===== src/pbim_pkg.sv =====
// Constants for the power button interrupt mask and sense block
package pbim_pkg;

   // ---------------------------------------------------------------
   // Bus shape
   // ---------------------------------------------------------------
   localparam int ADDR_W = 8;
   localparam int DATA_W = 32;
   localparam logic [1:0] RESP_OKAY   = 2'h0;
   localparam logic [1:0] RESP_SLVERR = 2'h2;

   // ---------------------------------------------------------------
   // Register indices (byte address is four times the index)
   // ---------------------------------------------------------------
   localparam logic [7:0] STAT_IDX  = 8'h24;
   localparam logic [7:0] MASK_IDX  = 8'h25;
   localparam logic [7:0] SENSE_IDX = 8'h26;
   localparam logic [7:0] DEB_IDX   = 8'h2C;

   // ---------------------------------------------------------------
   // Fields
   // ---------------------------------------------------------------
   localparam int NUM_FLAGS  = 6;
   localparam int NUM_HELD   = 5;
   localparam int PRESS_BIT  = 0;
   localparam int HELD_LSB   = 1;
   localparam int DEB_PRESS_LSB   = 0;
   localparam int DEB_RELEASE_LSB = 8;
   localparam int DEB_LEN_W  = 8;

   // ---------------------------------------------------------------
   // Reset values
   // ---------------------------------------------------------------
   localparam logic [5:0] MASK_RST        = 6'h3F;
   localparam logic [7:0] DEB_PRESS_RST   = 8'h20;
   localparam logic [7:0] DEB_RELEASE_RST = 8'h20;

   // ---------------------------------------------------------------
   // Timing
   // ---------------------------------------------------------------
   localparam int CLK_HZ       = 20_000_000;
   localparam int TICK_TIME_US = 1000;
   localparam int TICK_CYC     = CLK_HZ / 1_000_000 * TICK_TIME_US;
   localparam int HOLD_CNT_W   = 13;
   // Held thresholds in ms: 1, 2, 3, 4 and 8 s, lowest first
   localparam logic [HOLD_CNT_W*NUM_HELD-1:0] HOLD_MS_TABLE =
      {13'h1F40, 13'h0FA0, 13'h0BB8, 13'h07D0, 13'h03E8};
   localparam logic [HOLD_CNT_W-1:0] HOLD_CNT_MAX = 13'h1FFF;

   typedef enum logic [1:0] {
      SEL_NONE  = 2'b00,
      SEL_STAT  = 2'b01,
      SEL_MASK  = 2'b10,
      SEL_OTHER = 2'b11
   } pbim_sel_t;

endpackage


===== src/pbim_debounce.sv =====
// Press and release debounce for the power button
`timescale 1ns/100ps
module pbim_debounce #(
   parameter int LEN_W = 8
) (
   // Clock and reset
   input  wire logic             aclk,
   input  wire logic             aresetn,
   // Time base and settings
   input  wire logic             tick,
   input  wire logic [LEN_W-1:0] press_len,
   input  wire logic [LEN_W-1:0] release_len,
   // Button, synchronised, high while pressed
   input  wire logic             raw_pressed,
   output logic                  level
);

   logic [LEN_W-1:0] cnt_r;
   logic             level_r;
   logic [LEN_W-1:0] len;

   generate
      if (LEN_W < 1 || LEN_W > 16) begin : g_chk
         $error("pbim_debounce: LEN_W out of range");
      end
   endgenerate

   assign len   = level_r ? release_len : press_len;
   assign level = level_r;

   // Level moves only after the input disagrees for len ticks
   always_ff @(posedge aclk) begin
      if (!aresetn) begin
         cnt_r   <= '0;
         level_r <= 1'b0;
      end else if (raw_pressed == level_r) begin
         cnt_r <= '0;
      end else if (cnt_r >= len) begin
         cnt_r   <= '0;
         level_r <= raw_pressed;
      end else if (tick) begin
         cnt_r <= cnt_r + 1'b1;
      end
   end

endmodule // pbim_debounce


===== src/pbim_top.sv =====
// Power button interrupt mask, sense and status with AXI4-Lite access
//
// How it works
// - Mask bit 0 lets a set status flag pull irq_request_n low.
// - Mask bit 1 keeps that flag from pulling irq_request_n low.
// - Mask register 0x25 bits 0..5: press, 1s, 2s, 3s, 4s, 8s; 7..6 unused.
// - Mask bits are read-write and reset to 1.
// - Sense bit 0 at 0x26 is 1 while debounced button is low.
// - Raw button passes a programmable debounce before sense and flags move.
// - Sense bit 1 goes 1 once held more than 1 s.
// - Sense bits 2..5 go 1 once held beyond 2, 3, 4, 8 s.
// - All held sense bits clear together when press sense returns to 0.
// - Sense register read-only, resets to 0, bits 7..6 unused, writes ignored.
// - A status flag clears on a read of it or a write of 1.
// - Press flag sets on every change of debounced press sense.
// - Held flags at 0x24 set when their hold threshold is passed.
//
// Design decision made here: register access over AXI4-Lite.
`timescale 1ns/100ps
module pbim_top
   import pbim_pkg::*;
#(
   parameter int unsigned TICK_CYCLES = pbim_pkg::TICK_CYC
) (
   // Clock and reset
   input  wire logic                        aclk,
   input  wire logic                        aresetn,
   // AXI4-Lite write address
   input  wire logic [pbim_pkg::ADDR_W-1:0] s_axi_awaddr,
   input  wire logic                        s_axi_awvalid,
   output logic                             s_axi_awready,
   // AXI4-Lite write data
   input  wire logic [pbim_pkg::DATA_W-1:0] s_axi_wdata,
   input  wire logic [3:0]                  s_axi_wstrb,
   input  wire logic                        s_axi_wvalid,
   output logic                             s_axi_wready,
   // AXI4-Lite write response
   output logic [1:0]                       s_axi_bresp,
   output logic                             s_axi_bvalid,
   input  wire logic                        s_axi_bready,
   // AXI4-Lite read address
   input  wire logic [pbim_pkg::ADDR_W-1:0] s_axi_araddr,
   input  wire logic                        s_axi_arvalid,
   output logic                             s_axi_arready,
   // AXI4-Lite read data
   output logic [pbim_pkg::DATA_W-1:0]      s_axi_rdata,
   output logic [1:0]                       s_axi_rresp,
   output logic                             s_axi_rvalid,
   input  wire logic                        s_axi_rready,
   // Button pin, low while pushed
   input  wire logic                        power_button,
   // Other interrupt groups, high while requesting
   input  wire logic                        other_irq,
   // Interrupt request, active low
   output logic                             irq_request_n
);

   // ---------------------------------------------------------------
   // Declarations
   // ---------------------------------------------------------------
   localparam int TW = $clog2(TICK_CYCLES + 1);

   typedef enum logic {
      WR_COLLECT = 1'b0,
      WR_RESP    = 1'b1
   } pbim_wr_t;

   typedef enum logic {
      RD_IDLE = 1'b0,
      RD_DATA = 1'b1
   } pbim_rd_t;

   pbim_wr_t                  wr_state_r;
   pbim_rd_t                  rd_state_r;
   logic                      awready_r;
   logic                      wready_r;
   logic                      arready_r;
   logic                      bvalid_r;
   logic [1:0]                bresp_r;
   logic                      rvalid_r;
   logic [1:0]                rresp_r;
   logic [DATA_W-1:0]         rdata_r;
   logic                      aw_got_r;
   logic                      w_got_r;
   logic [ADDR_W-1:0]         awaddr_r;
   logic [DATA_W-1:0]         wdata_r;
   logic [3:0]                wstrb_r;
   logic                      do_wr;
   logic                      do_rd;
   pbim_sel_t                 wr_sel;
   pbim_sel_t                 rd_sel;

   logic [NUM_FLAGS-1:0]      mask_r;
   logic [NUM_FLAGS-1:0]      flag_r;
   logic [NUM_FLAGS-1:0]      flag_nxt;
   logic [NUM_FLAGS-1:0]      flag_set;
   logic [NUM_FLAGS-1:0]      flag_clr;
   logic [NUM_FLAGS-1:0]      sense;
   logic [NUM_HELD-1:0]       held_level_r;
   logic [NUM_HELD-1:0]       held_prev_r;
   logic [DEB_LEN_W-1:0]      deb_press_r;
   logic [DEB_LEN_W-1:0]      deb_release_r;
   logic                      irq_n_r;

   logic                      btn_meta_r;
   logic                      btn_sync_r;
   logic [TW-1:0]             tick_cnt_r;
   logic                      tick_r;
   logic                      press_level;
   logic                      press_prev_r;
   logic [HOLD_CNT_W-1:0]     hold_ms_r;

   generate
      if (TICK_CYCLES < 1) begin : g_chk
         $error("pbim_top: TICK_CYCLES must be at least 1");
      end
   endgenerate

   // Register select by word index; bits 1:0 are ignored
   function automatic pbim_sel_t reg_sel(input logic [ADDR_W-1:0] addr);
      if (addr[ADDR_W-1:2] == STAT_IDX[ADDR_W-3:0]) begin
         reg_sel = SEL_STAT;
      end else if (addr[ADDR_W-1:2] == MASK_IDX[ADDR_W-3:0]) begin
         reg_sel = SEL_MASK;
      end else if (addr[ADDR_W-1:2] == SENSE_IDX[ADDR_W-3:0]) begin
         reg_sel = SEL_OTHER;
      end else if (addr[ADDR_W-1:2] == DEB_IDX[ADDR_W-3:0]) begin
         reg_sel = SEL_OTHER;
      end else begin
         reg_sel = SEL_NONE;
      end
   endfunction

   assign wr_sel = reg_sel(awaddr_r);
   assign rd_sel = reg_sel(s_axi_araddr);
   assign do_wr  = aw_got_r && w_got_r && (wr_state_r == WR_COLLECT);
   assign do_rd  = s_axi_arvalid && arready_r;

   assign s_axi_awready = awready_r;
   assign s_axi_wready  = wready_r;
   assign s_axi_bvalid  = bvalid_r;
   assign s_axi_bresp   = bresp_r;
   assign s_axi_arready = arready_r;
   assign s_axi_rvalid  = rvalid_r;
   assign s_axi_rresp   = rresp_r;
   assign s_axi_rdata   = rdata_r;
   assign irq_request_n = irq_n_r;

   // ---------------------------------------------------------------
   // Write channels: address and data taken in either order
   // ---------------------------------------------------------------
   always_ff @(posedge aclk) begin
      if (!aresetn) begin
         awready_r <= 1'b0;
         aw_got_r  <= 1'b0;
         awaddr_r  <= '0;
      end else if (s_axi_awvalid && awready_r) begin
         awready_r <= 1'b0;
         aw_got_r  <= 1'b1;
         awaddr_r  <= s_axi_awaddr;
      end else if (do_wr) begin
         aw_got_r <= 1'b0;
      end else if (!aw_got_r && wr_state_r == WR_COLLECT) begin
         awready_r <= 1'b1;
      end
   end

   always_ff @(posedge aclk) begin
      if (!aresetn) begin
         wready_r <= 1'b0;
         w_got_r  <= 1'b0;
         wdata_r  <= '0;
         wstrb_r  <= '0;
      end else if (s_axi_wvalid && wready_r) begin
         wready_r <= 1'b0;
         w_got_r  <= 1'b1;
         wdata_r  <= s_axi_wdata;
         wstrb_r  <= s_axi_wstrb;
      end else if (do_wr) begin
         w_got_r <= 1'b0;
      end else if (!w_got_r && wr_state_r == WR_COLLECT) begin
         wready_r <= 1'b1;
      end
   end

   always_ff @(posedge aclk) begin
      if (!aresetn) begin
         wr_state_r <= WR_COLLECT;
         bvalid_r   <= 1'b0;
         bresp_r    <= RESP_OKAY;
      end else begin
         case (wr_state_r)
            WR_COLLECT: begin
               if (do_wr) begin
                  wr_state_r <= WR_RESP;
                  bvalid_r   <= 1'b1;
                  bresp_r    <= (wr_sel == SEL_NONE) ? RESP_SLVERR : RESP_OKAY;
               end
            end
            default: begin
               if (s_axi_bready) begin
                  wr_state_r <= WR_COLLECT;
                  bvalid_r   <= 1'b0;
               end
            end
         endcase
      end
   end

   // Mask and debounce settings; sense register has no write path
   always_ff @(posedge aclk) begin
      if (!aresetn) begin
         mask_r        <= MASK_RST;
         deb_press_r   <= DEB_PRESS_RST;
         deb_release_r <= DEB_RELEASE_RST;
      end else if (do_wr) begin
         if (wr_sel == SEL_MASK && wstrb_r[0]) begin
            mask_r <= wdata_r[NUM_FLAGS-1:0];
         end else if (awaddr_r[ADDR_W-1:2] == DEB_IDX[ADDR_W-3:0]) begin
            if (wstrb_r[0]) begin
               deb_press_r <= wdata_r[DEB_PRESS_LSB +: DEB_LEN_W];
            end
            if (wstrb_r[1]) begin
               deb_release_r <= wdata_r[DEB_RELEASE_LSB +: DEB_LEN_W];
            end
         end
      end
   end

   // ---------------------------------------------------------------
   // Read channel
   // ---------------------------------------------------------------
   always_ff @(posedge aclk) begin
      if (!aresetn) begin
         rd_state_r <= RD_IDLE;
         arready_r  <= 1'b0;
         rvalid_r   <= 1'b0;
         rresp_r    <= RESP_OKAY;
         rdata_r    <= '0;
      end else begin
         case (rd_state_r)
            RD_IDLE: begin
               arready_r <= !do_rd;
               if (do_rd) begin
                  rd_state_r <= RD_DATA;
                  rvalid_r   <= 1'b1;
                  rresp_r    <= (rd_sel == SEL_NONE) ? RESP_SLVERR : RESP_OKAY;
                  rdata_r    <= '0;
                  if (rd_sel == SEL_STAT) begin
                     rdata_r[NUM_FLAGS-1:0] <= flag_r;
                  end else if (rd_sel == SEL_MASK) begin
                     rdata_r[NUM_FLAGS-1:0] <= mask_r;
                  end else if (s_axi_araddr[ADDR_W-1:2] == SENSE_IDX[ADDR_W-3:0]) begin
                     rdata_r[NUM_FLAGS-1:0] <= sense;
                  end else if (rd_sel == SEL_OTHER) begin
                     rdata_r[DEB_PRESS_LSB +: DEB_LEN_W]   <= deb_press_r;
                     rdata_r[DEB_RELEASE_LSB +: DEB_LEN_W] <= deb_release_r;
                  end
               end
            end
            default: begin
               arready_r <= 1'b0;
               if (s_axi_rready) begin
                  rd_state_r <= RD_IDLE;
                  rvalid_r   <= 1'b0;
               end
            end
         endcase
      end
   end

   // ---------------------------------------------------------------
   // Button input: synchroniser, ms time base, debounce
   // ---------------------------------------------------------------
   always_ff @(posedge aclk) begin
      if (!aresetn) begin
         btn_meta_r <= 1'b1;
         btn_sync_r <= 1'b1;
      end else begin
         btn_meta_r <= power_button;
         btn_sync_r <= btn_meta_r;
      end
   end

   always_ff @(posedge aclk) begin
      if (!aresetn) begin
         tick_cnt_r <= '0;
         tick_r     <= 1'b0;
      end else if (tick_cnt_r == TW'(TICK_CYCLES - 1)) begin
         tick_cnt_r <= '0;
         tick_r     <= 1'b1;
      end else begin
         tick_cnt_r <= tick_cnt_r + 1'b1;
         tick_r     <= 1'b0;
      end
   end

   pbim_debounce #(
      .LEN_W       (DEB_LEN_W)
   ) u_debounce (
      .aclk        (aclk),
      .aresetn     (aresetn),
      .tick        (tick_r),
      .press_len   (deb_press_r),
      .release_len (deb_release_r),
      .raw_pressed (!btn_sync_r),
      .level       (press_level)
   );

   // ---------------------------------------------------------------
   // Hold timer and held levels
   // ---------------------------------------------------------------
   always_ff @(posedge aclk) begin
      if (!aresetn) begin
         hold_ms_r <= '0;
      end else if (!press_level || !press_prev_r) begin
         hold_ms_r <= '0;
      end else if (tick_r && hold_ms_r != HOLD_CNT_MAX) begin
         hold_ms_r <= hold_ms_r + 1'b1;
      end
   end

   generate
      for (genvar g = 0; g < NUM_HELD; g++) begin : g_held
         always_ff @(posedge aclk) begin
            if (!aresetn) begin
               held_level_r[g] <= 1'b0;
            end else if (!press_level) begin
               held_level_r[g] <= 1'b0;
            end else if (hold_ms_r > HOLD_MS_TABLE[g*HOLD_CNT_W +: HOLD_CNT_W]) begin
               held_level_r[g] <= 1'b1;
            end
         end
      end
   endgenerate

   assign sense = {held_level_r, press_level};

   // ---------------------------------------------------------------
   // Status flags: hardware set beats software clear
   // ---------------------------------------------------------------
   always_comb begin
      flag_set = '0;
      flag_set[PRESS_BIT] = press_level ^ press_prev_r;
      flag_set[HELD_LSB +: NUM_HELD] = held_level_r & ~held_prev_r;
      flag_clr = '0;
      if (do_rd && rd_sel == SEL_STAT) begin
         flag_clr = '1;
      end
      if (do_wr && wr_sel == SEL_STAT && wstrb_r[0]) begin
         flag_clr = flag_clr | wdata_r[NUM_FLAGS-1:0];
      end
      flag_nxt = (flag_r & ~flag_clr) | flag_set;
   end

   always_ff @(posedge aclk) begin
      if (!aresetn) begin
         flag_r       <= '0;
         press_prev_r <= 1'b0;
         held_prev_r  <= '0;
      end else begin
         flag_r       <= flag_nxt;
         press_prev_r <= press_level;
         held_prev_r  <= held_level_r;
      end
   end

   // ---------------------------------------------------------------
   // Interrupt request: mask 1 blocks, mask 0 passes
   // ---------------------------------------------------------------
   always_ff @(posedge aclk) begin
      if (!aresetn) begin
         irq_n_r <= 1'b1;
      end else begin
         irq_n_r <= !((|(flag_r & ~mask_r)) || other_irq);
      end
   end

endmodule // pbim_top


===== config.mk =====
export PLATFORM = sky130hd
export DESIGN_NAME = pbim_top
export DESIGN_NICKNAME = d
export VERILOG_FILES = /design/src/pbim_pkg.sv /design/src/pbim_debounce.sv /design/src/pbim_top.sv
export SDC_FILE = /design/constraint.sdc
export NUM_CORES = 1
export LEC_CHECK = 0
export BUFFER_PORTS_ARGS = -buffer_cell sky130_fd_sc_hd__buf_2
export CORE_MARGIN = 3
export CORE_UTILIZATION = 50
export CTS_CLUSTER_SIZE = 24
export DETAILED_ROUTE_END_ITERATION = 10
export GPL_TIMING_DRIVEN = 1
export PLACE_DENSITY = 0.73
export SKIP_LAST_GASP = 1
export SLEW_MARGIN = 15
export SYNTH_ARGS = -nofsm -noshare
export SYNTH_HDL_FRONTEND = slang
export SYNTH_SLANG_ARGS = --single-unit

===== constraint.sdc =====
create_clock -name aclk -period 2.84 [get_ports aclk]
set_input_delay 0.284 -clock aclk [delete_from_list [all_inputs] [get_ports aclk]]
set_output_delay 0.284 -clock aclk [all_outputs]
set_load 0.01 [all_outputs]

==> results_dict.tcl, run 1 <==
set metrics [dict create \
    clockBufferDepth 2 \
    vias_per_cell 5.614 \
    dr.first_iter.drc_count 366 \
    cts_inserted_buffers 17 \
    setup.worst_path.end_class "flip-flop" \
    cts.sinks 131 \
    cts_max_level 4 \
    grt_pass1_wl_um 21750 \
    clk_latency_ns 0.42 \
    hold_depth 2 \
    synth_top_area_frac 0.4531 \
    combPwrFrac 0.047 \
    power.density_nw_per_um2 633.1 \
    post-synth-top-count-cell "dfxtp_1" \
    syn_avg_cell_area_um2 8.704 \
    p_sw_uw 970.2 \
    reg2reg_depth 6 \
    initial_core_util 0.5225 \
    yosys-top-cells-area "dfxtp_1, a21oi_1, mux2i_1, nand2_1, nor2_1" \
    drive_gt1_frac 0.1525 \
    drc 0 \
    tightest_slew_ns 0.6776 \
    yosysUniqueCellTypes 61 \
    max_slew_margin 0.5473 \
    cp_max_fo 8 \
    cts_tree "built" \
    finalSetupTns_ns 0 \
    worstPathRequired_ns 3.19 \
    vias 4873 \
    ys_ff_latch 131 \
    min-delay-path-class "in2reg" \
    final-hold-violation-count 0 \
    status "finished, final reports clean" \
    port_buffers 62 \
    setup_viol 0 \
    finalPower_uw 4210 \
    postRouteAntennaNets 0 \
    r2r_start "u_debounce.level" \
    cts_setup_buffers 0 \
    cap_viol_max_count 0 \
    ys_seq_area_frac 0.4531 \
    switching_share 0.2305 \
    antenna_found_initial 0 \
    place_area_um2 6082 \
    rsz0062_at_grt "no" \
    syn_to_final_growth_pct 14.87 \
    yosys_warnings 0 \
    hold-worst-slack_ns 0.04059 \
    final_net_count 789 \
    grt_usage 0.2120 \
    synth_edf_count 0 \
    place_ws_ns 0.6646 \
    hp-start "power_button" \
    rows 38 \
    post_drt_wl_per_cell_um 15.29 \
    yosysTopAreaCell "dfxtp_1" \
    clkTransAtPathRegs_ns 0.05 \
    synthCells 665 \
    stdcell_area_um2 6649 \
    min_period_ns 2.180 \
    synth-main-ff-cell "dfxtp_1" \
    post_cts_resized 0 \
    pwr-share-clk 0.499 \
    skew_ns 0.003694 \
    power_leakage_uw 0.002674 \
    core-area_um2 11080 \
    async_reset_ff_frac 0 \
    startpoint_type "flip-flop" \
    io_pins 103 \
    die_area_um2 12900 \
    synthTopCellsByCount "dfxtp_1, nand2_1, a21oi_1" \
    antenna-diode-count 0 \
    postRouteWirelength_um 13280 \
    ir_drop_mv 0.3729 \
    cp_data_arrival_time_ns 2.53 \
    internal-power_uw 3240 \
    grt_max_degree 62 \
    root_buffer "clkbuf_16" \
    gp_congestion 0.9464 \
    crit_start "u_debounce.level" \
    grt_pass1_vias 4587 \
    dp_hpwl_um 9257 \
    fp.dieH_um 113.6 \
    max_clock_freq_mhz 458.7 \
    syn_area_um2 5788 \
    finalMaxSlewViolations 0 \
    die_w_um 113.6 \
    fin_crit_sh 0.7677 \
    hold_buffers 0 \
    finalWorstSetupSlack_ns 0.6597 \
    first_pass_iters 5 \
    grt_overflow_total 0 \
    path_class "reg2reg" \
    seqPwrFrac 0.455 \
]
sequential cells by signal, summed over array words and instances, names as in the netlist, 2 cells and up:
| name | flops |
|---|---|
| wstrb_r | 2 |
| deb_release_r | 8 |
| hold_ms_r | 13 |
| mask_r | 6 |
| held_level_r | 5 |
| held_prev_r | 5 |
| wdata_r | 16 |
| tick_cnt_r | 15 |
| deb_press_r | 8 |
| flag_r | 6 |
| awaddr_r | 6 |
| u_debounce.cnt_r | 8 |
| s_axi_rdata | 16 |
final timing paths:
check | to | slack (ns)
setup / recovery | u_debounce.cnt_r[0] | 0.66
hold / removal | btn_meta_r | 0.04
setup reg to reg | u_debounce.cnt_r[0] | 0.66
hold reg to reg | btn_sync_r | 0.44
cells by family (layout without fill, tap and decap cells):
group / count (synthesis) / count (layout) / synth area share
other: 1 / 18 / 0.0006479
and+or+nand+nor: 252 / 252 / 0.2177
adders and majority gates: 14 / 14 / 0.02983
AOI/OAI and AO/OA: 136 / 136 / 0.1442
buffers and inverters: 76 / 122 / 0.06420
muxes: 32 / 32 / 0.05556
DFF: 131 / 131 / 0.4531
xor gates and xnor gates: 23 / 23 / 0.03480
per-layer routing:
metal	global-route usage	routed length, um	up-vias
li1	-	-	2399
met1	0.2602	5789	2298
met2	0.3486	6414	149
met3	0.05889	805	27
met4	0.09215	267	0
met5	0	0	-
per-stage QoR:
| stage | utilization | instances |
|---|---|---|
| final | 0.6002 | 868 |
| after floorplan | - | 682 |
| after global placement | 0.5490 | 836 |
| after detailed placement | 0.5490 | 836 |
| after CTS | 0.6002 | 868 |
| after global routing | 0.6002 | 868 |
final cells by class:
class | instances | area [um2]
multi-input combinational | 475 | 2858
inverter | 25 | 93.84
sequential | 131 | 2623
timing repair buffer | 65 | 332.8
clock inverter | 12 | 130.1
tap | 140 | 175.2
clock buffer | 20 | 436.7
fill | 988 | 4429
worst max-delay path: stages, from the launching register on:
cell	delay (ns)
dfxtp_1	0.53
mux2i_1	0.28
ha_1	0.27
a21o_1	0.18
a221oi_1	0.32
o211ai_1	0.33
nor2_1	0.20
cells in the final DEF, fill, tap and decap left out, drive strengths merged, types with 8 or more instances in the layout:
master / Yosys / layout
nor3: 12 / 12
inv: 25 / 28
nor2: 55 / 55
ha: 13 / 13
nor4: 8 / 8
a21oi: 66 / 66
nand4: 12 / 12
mux2i: 31 / 31
nand3: 38 / 38
conb: 1 / 18
o21ai: 22 / 22
dfxtp: 131 / 131
and2: 9 / 9
nand2: 83 / 83
xnor2: 16 / 16
buf: 34 / 65
clkbuf: 17 / 20
nand2b: 8 / 8
power groups by stage:
stage / logic, uW / clock network (uW) / registers (uW)
2_1_floorplan: 143 / 0 / 1950
3_5_place_dp: 194 / 0 / 1950
5_1_grt: 220 / 2210 / 1920
3_3_place_gp: 189 / 0 / 1950
4_1_cts: 196 / 2130 / 1910
6_report: 196 / 2100 / 1910
(Power assumes the default switching activity.)
==> inputs of run 2 (changes only) <==
==> constraint.sdc (replaced) <==
create_clock -name aclk -period 2.2 [get_ports aclk]
set_input_delay 0.22 -clock aclk [delete_from_list [all_inputs] [get_ports aclk]]
set_output_delay 0.22 -clock aclk [all_outputs]
set_load 0.01 [all_outputs]
==> results_dict.tcl, run 2 (synthesis gave the netlist of run 1 again) <==
set metrics [dict create \
    status "finished, final reports clean" \
    internal-power_uw 4230 \
    min-delay-path-class "in2reg" \
    antenna-diode-count 0 \
    final-hold-violation-count 0 \
    grt_pass1_wl_um 21920 \
    dp_hpwl_um 9551 \
    root_buffer "clkbuf_16" \
    grt_overflow_total 0 \
    cts_max_level 4 \
    final_cell_mix "dfxtp_1, nand2_1, a21oi_1" \
    grtUsageMet3 0.05464 \
    gp_congestion 0.9380 \
    cp_data_arrival_time_ns 2.35 \
    core-area_um2 11080 \
    p_sw_uw 1204 \
    drc 0 \
    dr.first_iter.drc_count 364 \
    min_period_ns 2.001 \
    path_class "reg2reg" \
    hp-start "s_axi_wdata[14]" \
    skew_ns 0.006225 \
    cts_tree "built" \
    fin_crit_sh 0.9093 \
    hold_depth 3 \
    drive_gt1_frac 0.1594 \
    clkTransAtPathRegs_ns 0.06 \
    setup.worst_path.end_class "flip-flop" \
    cts.sinks 131 \
    setup_viol 0 \
    crit_start "u_debounce.level" \
    r2r_start "u_debounce.level" \
    busiest_layer "met2" \
    power.density_nw_per_um2 809.1 \
    rsz0062_at_grt "no" \
    rows 38 \
    final_cells 874 \
    finalPower_uw 5434 \
    grt_pass1_vias 4651 \
    io_pins 103 \
    postRouteAntennaNets 0 \
    reg2reg_depth 7 \
    dp_cells 841 \
    place_ws_ns -0.006252 \
    initial_core_util 0.5225 \
    syn_to_final_growth_pct 16.04 \
    max_clock_freq_mhz 499.9 \
    regArea_um2 2624 \
    antenna_found_initial 0 \
    power_leakage_uw 0.002712 \
    die_area_um2 12900 \
    layout_commonest_cell "dfxtp_1" \
    clk_latency_ns 0.41 \
    met2_usage 0.3573 \
    tightest_slew_ns 0.7768 \
    fp.dieH_um 113.6 \
    multiInputGateArea_um2 2858 \
    vias_per_cell 5.645 \
    ir_drop_mv 0.6071 \
    final_net_count 797 \
    cp_max_fo 8 \
    worstPathRequired_ns 2.55 \
    cap_viol_max_count 0 \
    postRouteWirelength_um 13380 \
    clockBufferDepth 2 \
    hold-worst-slack_ns 0.04393 \
    vias 4934 \
    first_pass_iters 5 \
    use_met1 0.2556 \
    stdcell_area_um2 6716 \
    finalWorstSetupSlack_ns 0.1995 \
    post_drt_wl_per_cell_um 15.31 \
    finalMaxSlewViolations 0 \
    grt_max_degree 49 \
    port_buffers 62 \
    max_slew_margin 0.4797 \
    die_w_um 113.6 \
    startpoint_type "flip-flop" \
    switching_share 0.2216 \
    grt_usage 0.2107 \
    combPwrFrac 0.048 \
    place_area_um2 6120 \
    cts_inserted_buffers 17 \
    pwr-share-clk 0.498 \
    seqPwrFrac 0.455 \
    final.fill_count 956 \
]
## run 2: cell count changes in the layout (fill, tap and decap cells not counted), sizes merged
cell         previous run  this run
buf                    65        71
inv                    28        25
dlygate4sd3             0         2
clkbuf                 20        21
## run 2: worst paths after layout
path,slack (ns),endpoint
setup reg to reg,0.20,u_debounce.cnt_r[2]
hold / removal,0.04,wdata_r[14]
hold reg to reg,0.45,s_axi_rdata[11]
setup / recovery,0.20,u_debounce.cnt_r[2]
## run 2: timing repair
| item | in CTS | in global routing |
|---|---|---|
| buffers inserted | 0 | 1 |
| hold buffers | 2 | 0 |
| gates resized for setup | 1 | 0 |
| endpoints found under the hold margin | 2 | 0 |
| setup endpoints to repair | 8 | 7 |
| gates cloned | 0 | 0 |
| pin swaps | 0 | 1 |
## run 2: power by group through the flow
stage	Combinational [uW]	Sequential [uW]	Clock, uW
after floorplan	185	2510	0
after global placement	248	2520	0
after detailed placement	253	2520	0
after CTS	258	2470	2740
after global routing	290	2480	2860
final	259	2470	2700
## run 2: final cells by class
| type | count | share of cell area |
|---|---|---|
| clock buffer | 21 | 0.06855 |
| clock inverter | 9 | 0.01602 |
| inverter | 25 | 0.01397 |
| multi-input combinational | 475 | 0.4255 |
| sequential | 131 | 0.3906 |
| tap | 140 | 0.02608 |
| timing repair buffer | 73 | 0.05924 |
## run 2: per-layer routing
| metal | up-vias | share of wire | routed length (um) |
|---|---|---|---|
| li1 | 2411 | - | - |
| met1 | 2345 | 0.44 | 5845 |
| met2 | 153 | 0.49 | 6523 |
| met3 | 25 | 0.056 | 755 |
| met4 | 0 | 0.019 | 256 |
| met5 | - | 0 | 0 |
## run 2: critical path: stages, from the launching register on
cell,delay [ns]
dfxtp_2,0.47
mux2i_1,0.24
ha_1,0.27
and3_1,0.21
a221oi_1,0.33
o211ai_1,0.13
buf_4,0.19
nor2_1,0.11
## run 2: stage by stage
step | setup TNS [ns] | utilization
after floorplan | 0 | -
after global placement | 0 | 0.5524
after detailed placement | -0.006252 | 0.5524
after CTS | 0 | 0.6056
after global routing | 0 | 0.6063
final | 0 | 0.6063
==> inputs of run 3 (changes only) <==
--- a/config.mk
+++ b/config.mk
@@ -5,13 +5,12 @@
 export SDC_FILE = /design/constraint.sdc
 export NUM_CORES = 1
 export LEC_CHECK = 0
-export BUFFER_PORTS_ARGS = -buffer_cell sky130_fd_sc_hd__buf_2
 export CORE_MARGIN = 3
 export CORE_UTILIZATION = 50
 export CTS_CLUSTER_SIZE = 24
 export DETAILED_ROUTE_END_ITERATION = 10
+export DONT_BUFFER_PORTS = 1
 export GPL_TIMING_DRIVEN = 1
-export PLACE_DENSITY = 0.73
 export SKIP_LAST_GASP = 1
 export SLEW_MARGIN = 15
 export SYNTH_ARGS = -nofsm -noshare
==> results_dict.tcl, run 3 (synthesis gave the netlist of run 1 again) <==
set metrics [dict create \
    grt_usage 0.2186 \
    max_slew_margin 0.3205 \
    cts_tree "built" \
    drc 0 \
    drive_gt1_frac 0.07234 \
    clockBufferDepth 2 \
    cp_max_fo 8 \
    worstPathRequired_ns 2.54 \
    gp_congestion 0.8913 \
    core-area_um2 11080 \
    grt_pass1_vias 4556 \
    setup_viol 0 \
    final_net_count 768 \
    cts_inserted_buffers 17 \
    cp_data_arrival_time_ns 2.31 \
    post_drt_wl_per_cell_um 16.01 \
    final-hold-violation-count 0 \
    grt_overflow_total 0 \
    fp.dieH_um 113.6 \
    hold_path_end "wr_state_r" \
    power_leakage_uw 0.002581 \
    die_w_um 113.6 \
    final_cell_mix "dfxtp_1, nand2_1, a21oi_1" \
    min_period_ns 1.968 \
    initial_core_util 0.5225 \
    root_buffer "clkbuf_16" \
    combPwrFrac 0.042 \
    cts.sinks 131 \
    first_pass_iters 5 \
    reg2reg_depth 7 \
    fin_crit_sh 0.8944 \
    startpoint_type "flip-flop" \
    max_clock_freq_mhz 508.2 \
    r2r_end "u_debounce.cnt_r[0]" \
    p_sw_uw 1127 \
    antenna_found_initial 0 \
    clkTransAtPathRegs_ns 0.05 \
    hold_depth 3 \
    path_class "reg2reg" \
    die_area_um2 12900 \
    switching_share 0.2047 \
    finalSetupTns_ns 0 \
    layout_commonest_cell "dfxtp_1" \
    vias_per_cell 5.585 \
    port_buffers 0 \
    grtUsageMet3 0.07109 \
    postRouteAntennaNets 0 \
    cap_viol_max_count 0 \
    reg2reg_slack_ns 0.23 \
    finalMaxSlewViolations 0 \
    min-delay-path-class "in2reg" \
    dr.first_iter.drc_count 335 \
    met2_usage 0.3545 \
    power.density_nw_per_um2 814.8 \
    rsz0062_at_grt "no" \
    ir_drop_mv 0.5896 \
    vias 4719 \
    rows 38 \
    use_met1 0.2704 \
    grt_max_degree 60 \
    skew_ns 0.004212 \
    pwr-share-clk 0.507 \
    seqPwrFrac 0.451 \
    dp_hpwl_um 9412 \
    r2r_start "u_debounce.level" \
    cts_max_level 4 \
    postRouteWirelength_um 13530 \
    hp-start "s_axi_bready" \
    io_pins 103 \
    antenna-diode-count 0 \
    busiest_layer "met2" \
    tightest_slew_ns 1.019 \
    syn_to_final_growth_pct 16.77 \
    clk_latency_ns 0.41 \
    hold-worst-slack_ns 0.02143 \
    status "finished, final reports clean" \
    internal-power_uw 4380 \
    setup.worst_path.end_class "flip-flop" \
    grt_pass1_wl_um 22520 \
]
-- run 3: cell types whose count changed in the layout (fill, tap and decap cells not counted), sizes merged --
cell          delta
buf             -63
dlygate4sd3     +33
clkbuf           +4
clkinv           -3
clkinvlp         -2
bufinv           +1
dlymetal6s4s     +1
-- run 3: critical path: stages, from the launching register on --
cell and delay, ns:
dfxtp_2 0.44, mux2i_1 0.24, ha_1 0.27, a21o_1 0.20, a221oi_1 0.33, o211ai_1 0.13, buf_4 0.18, nor2_1 0.10
-- run 3: through the flow --
| stage | instance area [um2] | total power, uW | util | std cells | setup slack [ns] |
|---|---|---|---|---|---|
| floorplan | 5852 | 2699 | - | 682 | 0.2131 |
| global placement | 5802 | 2698 | 0.5237 | 778 | 0.09245 |
| detailed placement | 5802 | 2704 | 0.5237 | 778 | 0.004594 |
| CTS | 6748 | 5567 | 0.6091 | 844 | 0.001846 |
| global route | 6759 | 5709 | 0.6101 | 845 | 0.07246 |
| finish | 6759 | 5507 | 0.6101 | 845 | 0.2323 |
-- run 3: worst max path at each step --
stage	end	cells past startpoint	slack [ns]	start
after floorplan	u_debounce.cnt_r[0]	7	0.21	u_debounce.level
final	u_debounce.cnt_r[0]	7	0.23	u_debounce.level
after CTS	u_debounce.cnt_r[7]	6	0.002	u_debounce.level
after detailed placement	u_debounce.cnt_r[7]	6	0.005	u_debounce.level
after global placement	u_debounce.cnt_r[0]	6	0.09	u_debounce.level
after global routing	u_debounce.cnt_r[3]	7	0.07	u_debounce.level
-- run 3: final cells by class --
cell class / instances / area [um2]
inverter: 25 / 93.84
clock inverter: 5 / 100.1
sequential: 131 / 2624
tap: 140 / 175.2
clock buffer: 25 / 485.5
multi-input combinational: 475 / 2858
fill: 966 / 4319
timing repair buffer: 44 / 422.9
-- run 3: power by group through the flow --
stage / Combinational (uW) / Sequential, uW / Clock [uW]
after global routing: 259 / 2490 / 2960
final: 231 / 2480 / 2790
after CTS: 230 / 2480 / 2850
after global placement: 166 / 2530 / 0
after floorplan: 185 / 2510 / 0
after detailed placement: 170 / 2530 / 0
-- run 3: metal layers --
metal,share of wire,wire [um]
met2,0.48,6472
met1,0.43,5871
met3,0.067,902
met5,0,0
met4,0.021,278
-- run 3: repair_timing --
| action | 4_1_cts | 5_1_grt |
|---|---|---|
| hold endpoints to repair | 57 | 0 |
| endpoints found under the setup margin | 0 | 15 |
| buffers inserted | 0 | 1 |
| hold buffers | 36 | 0 |
| resized for setup | 0 | 2 |
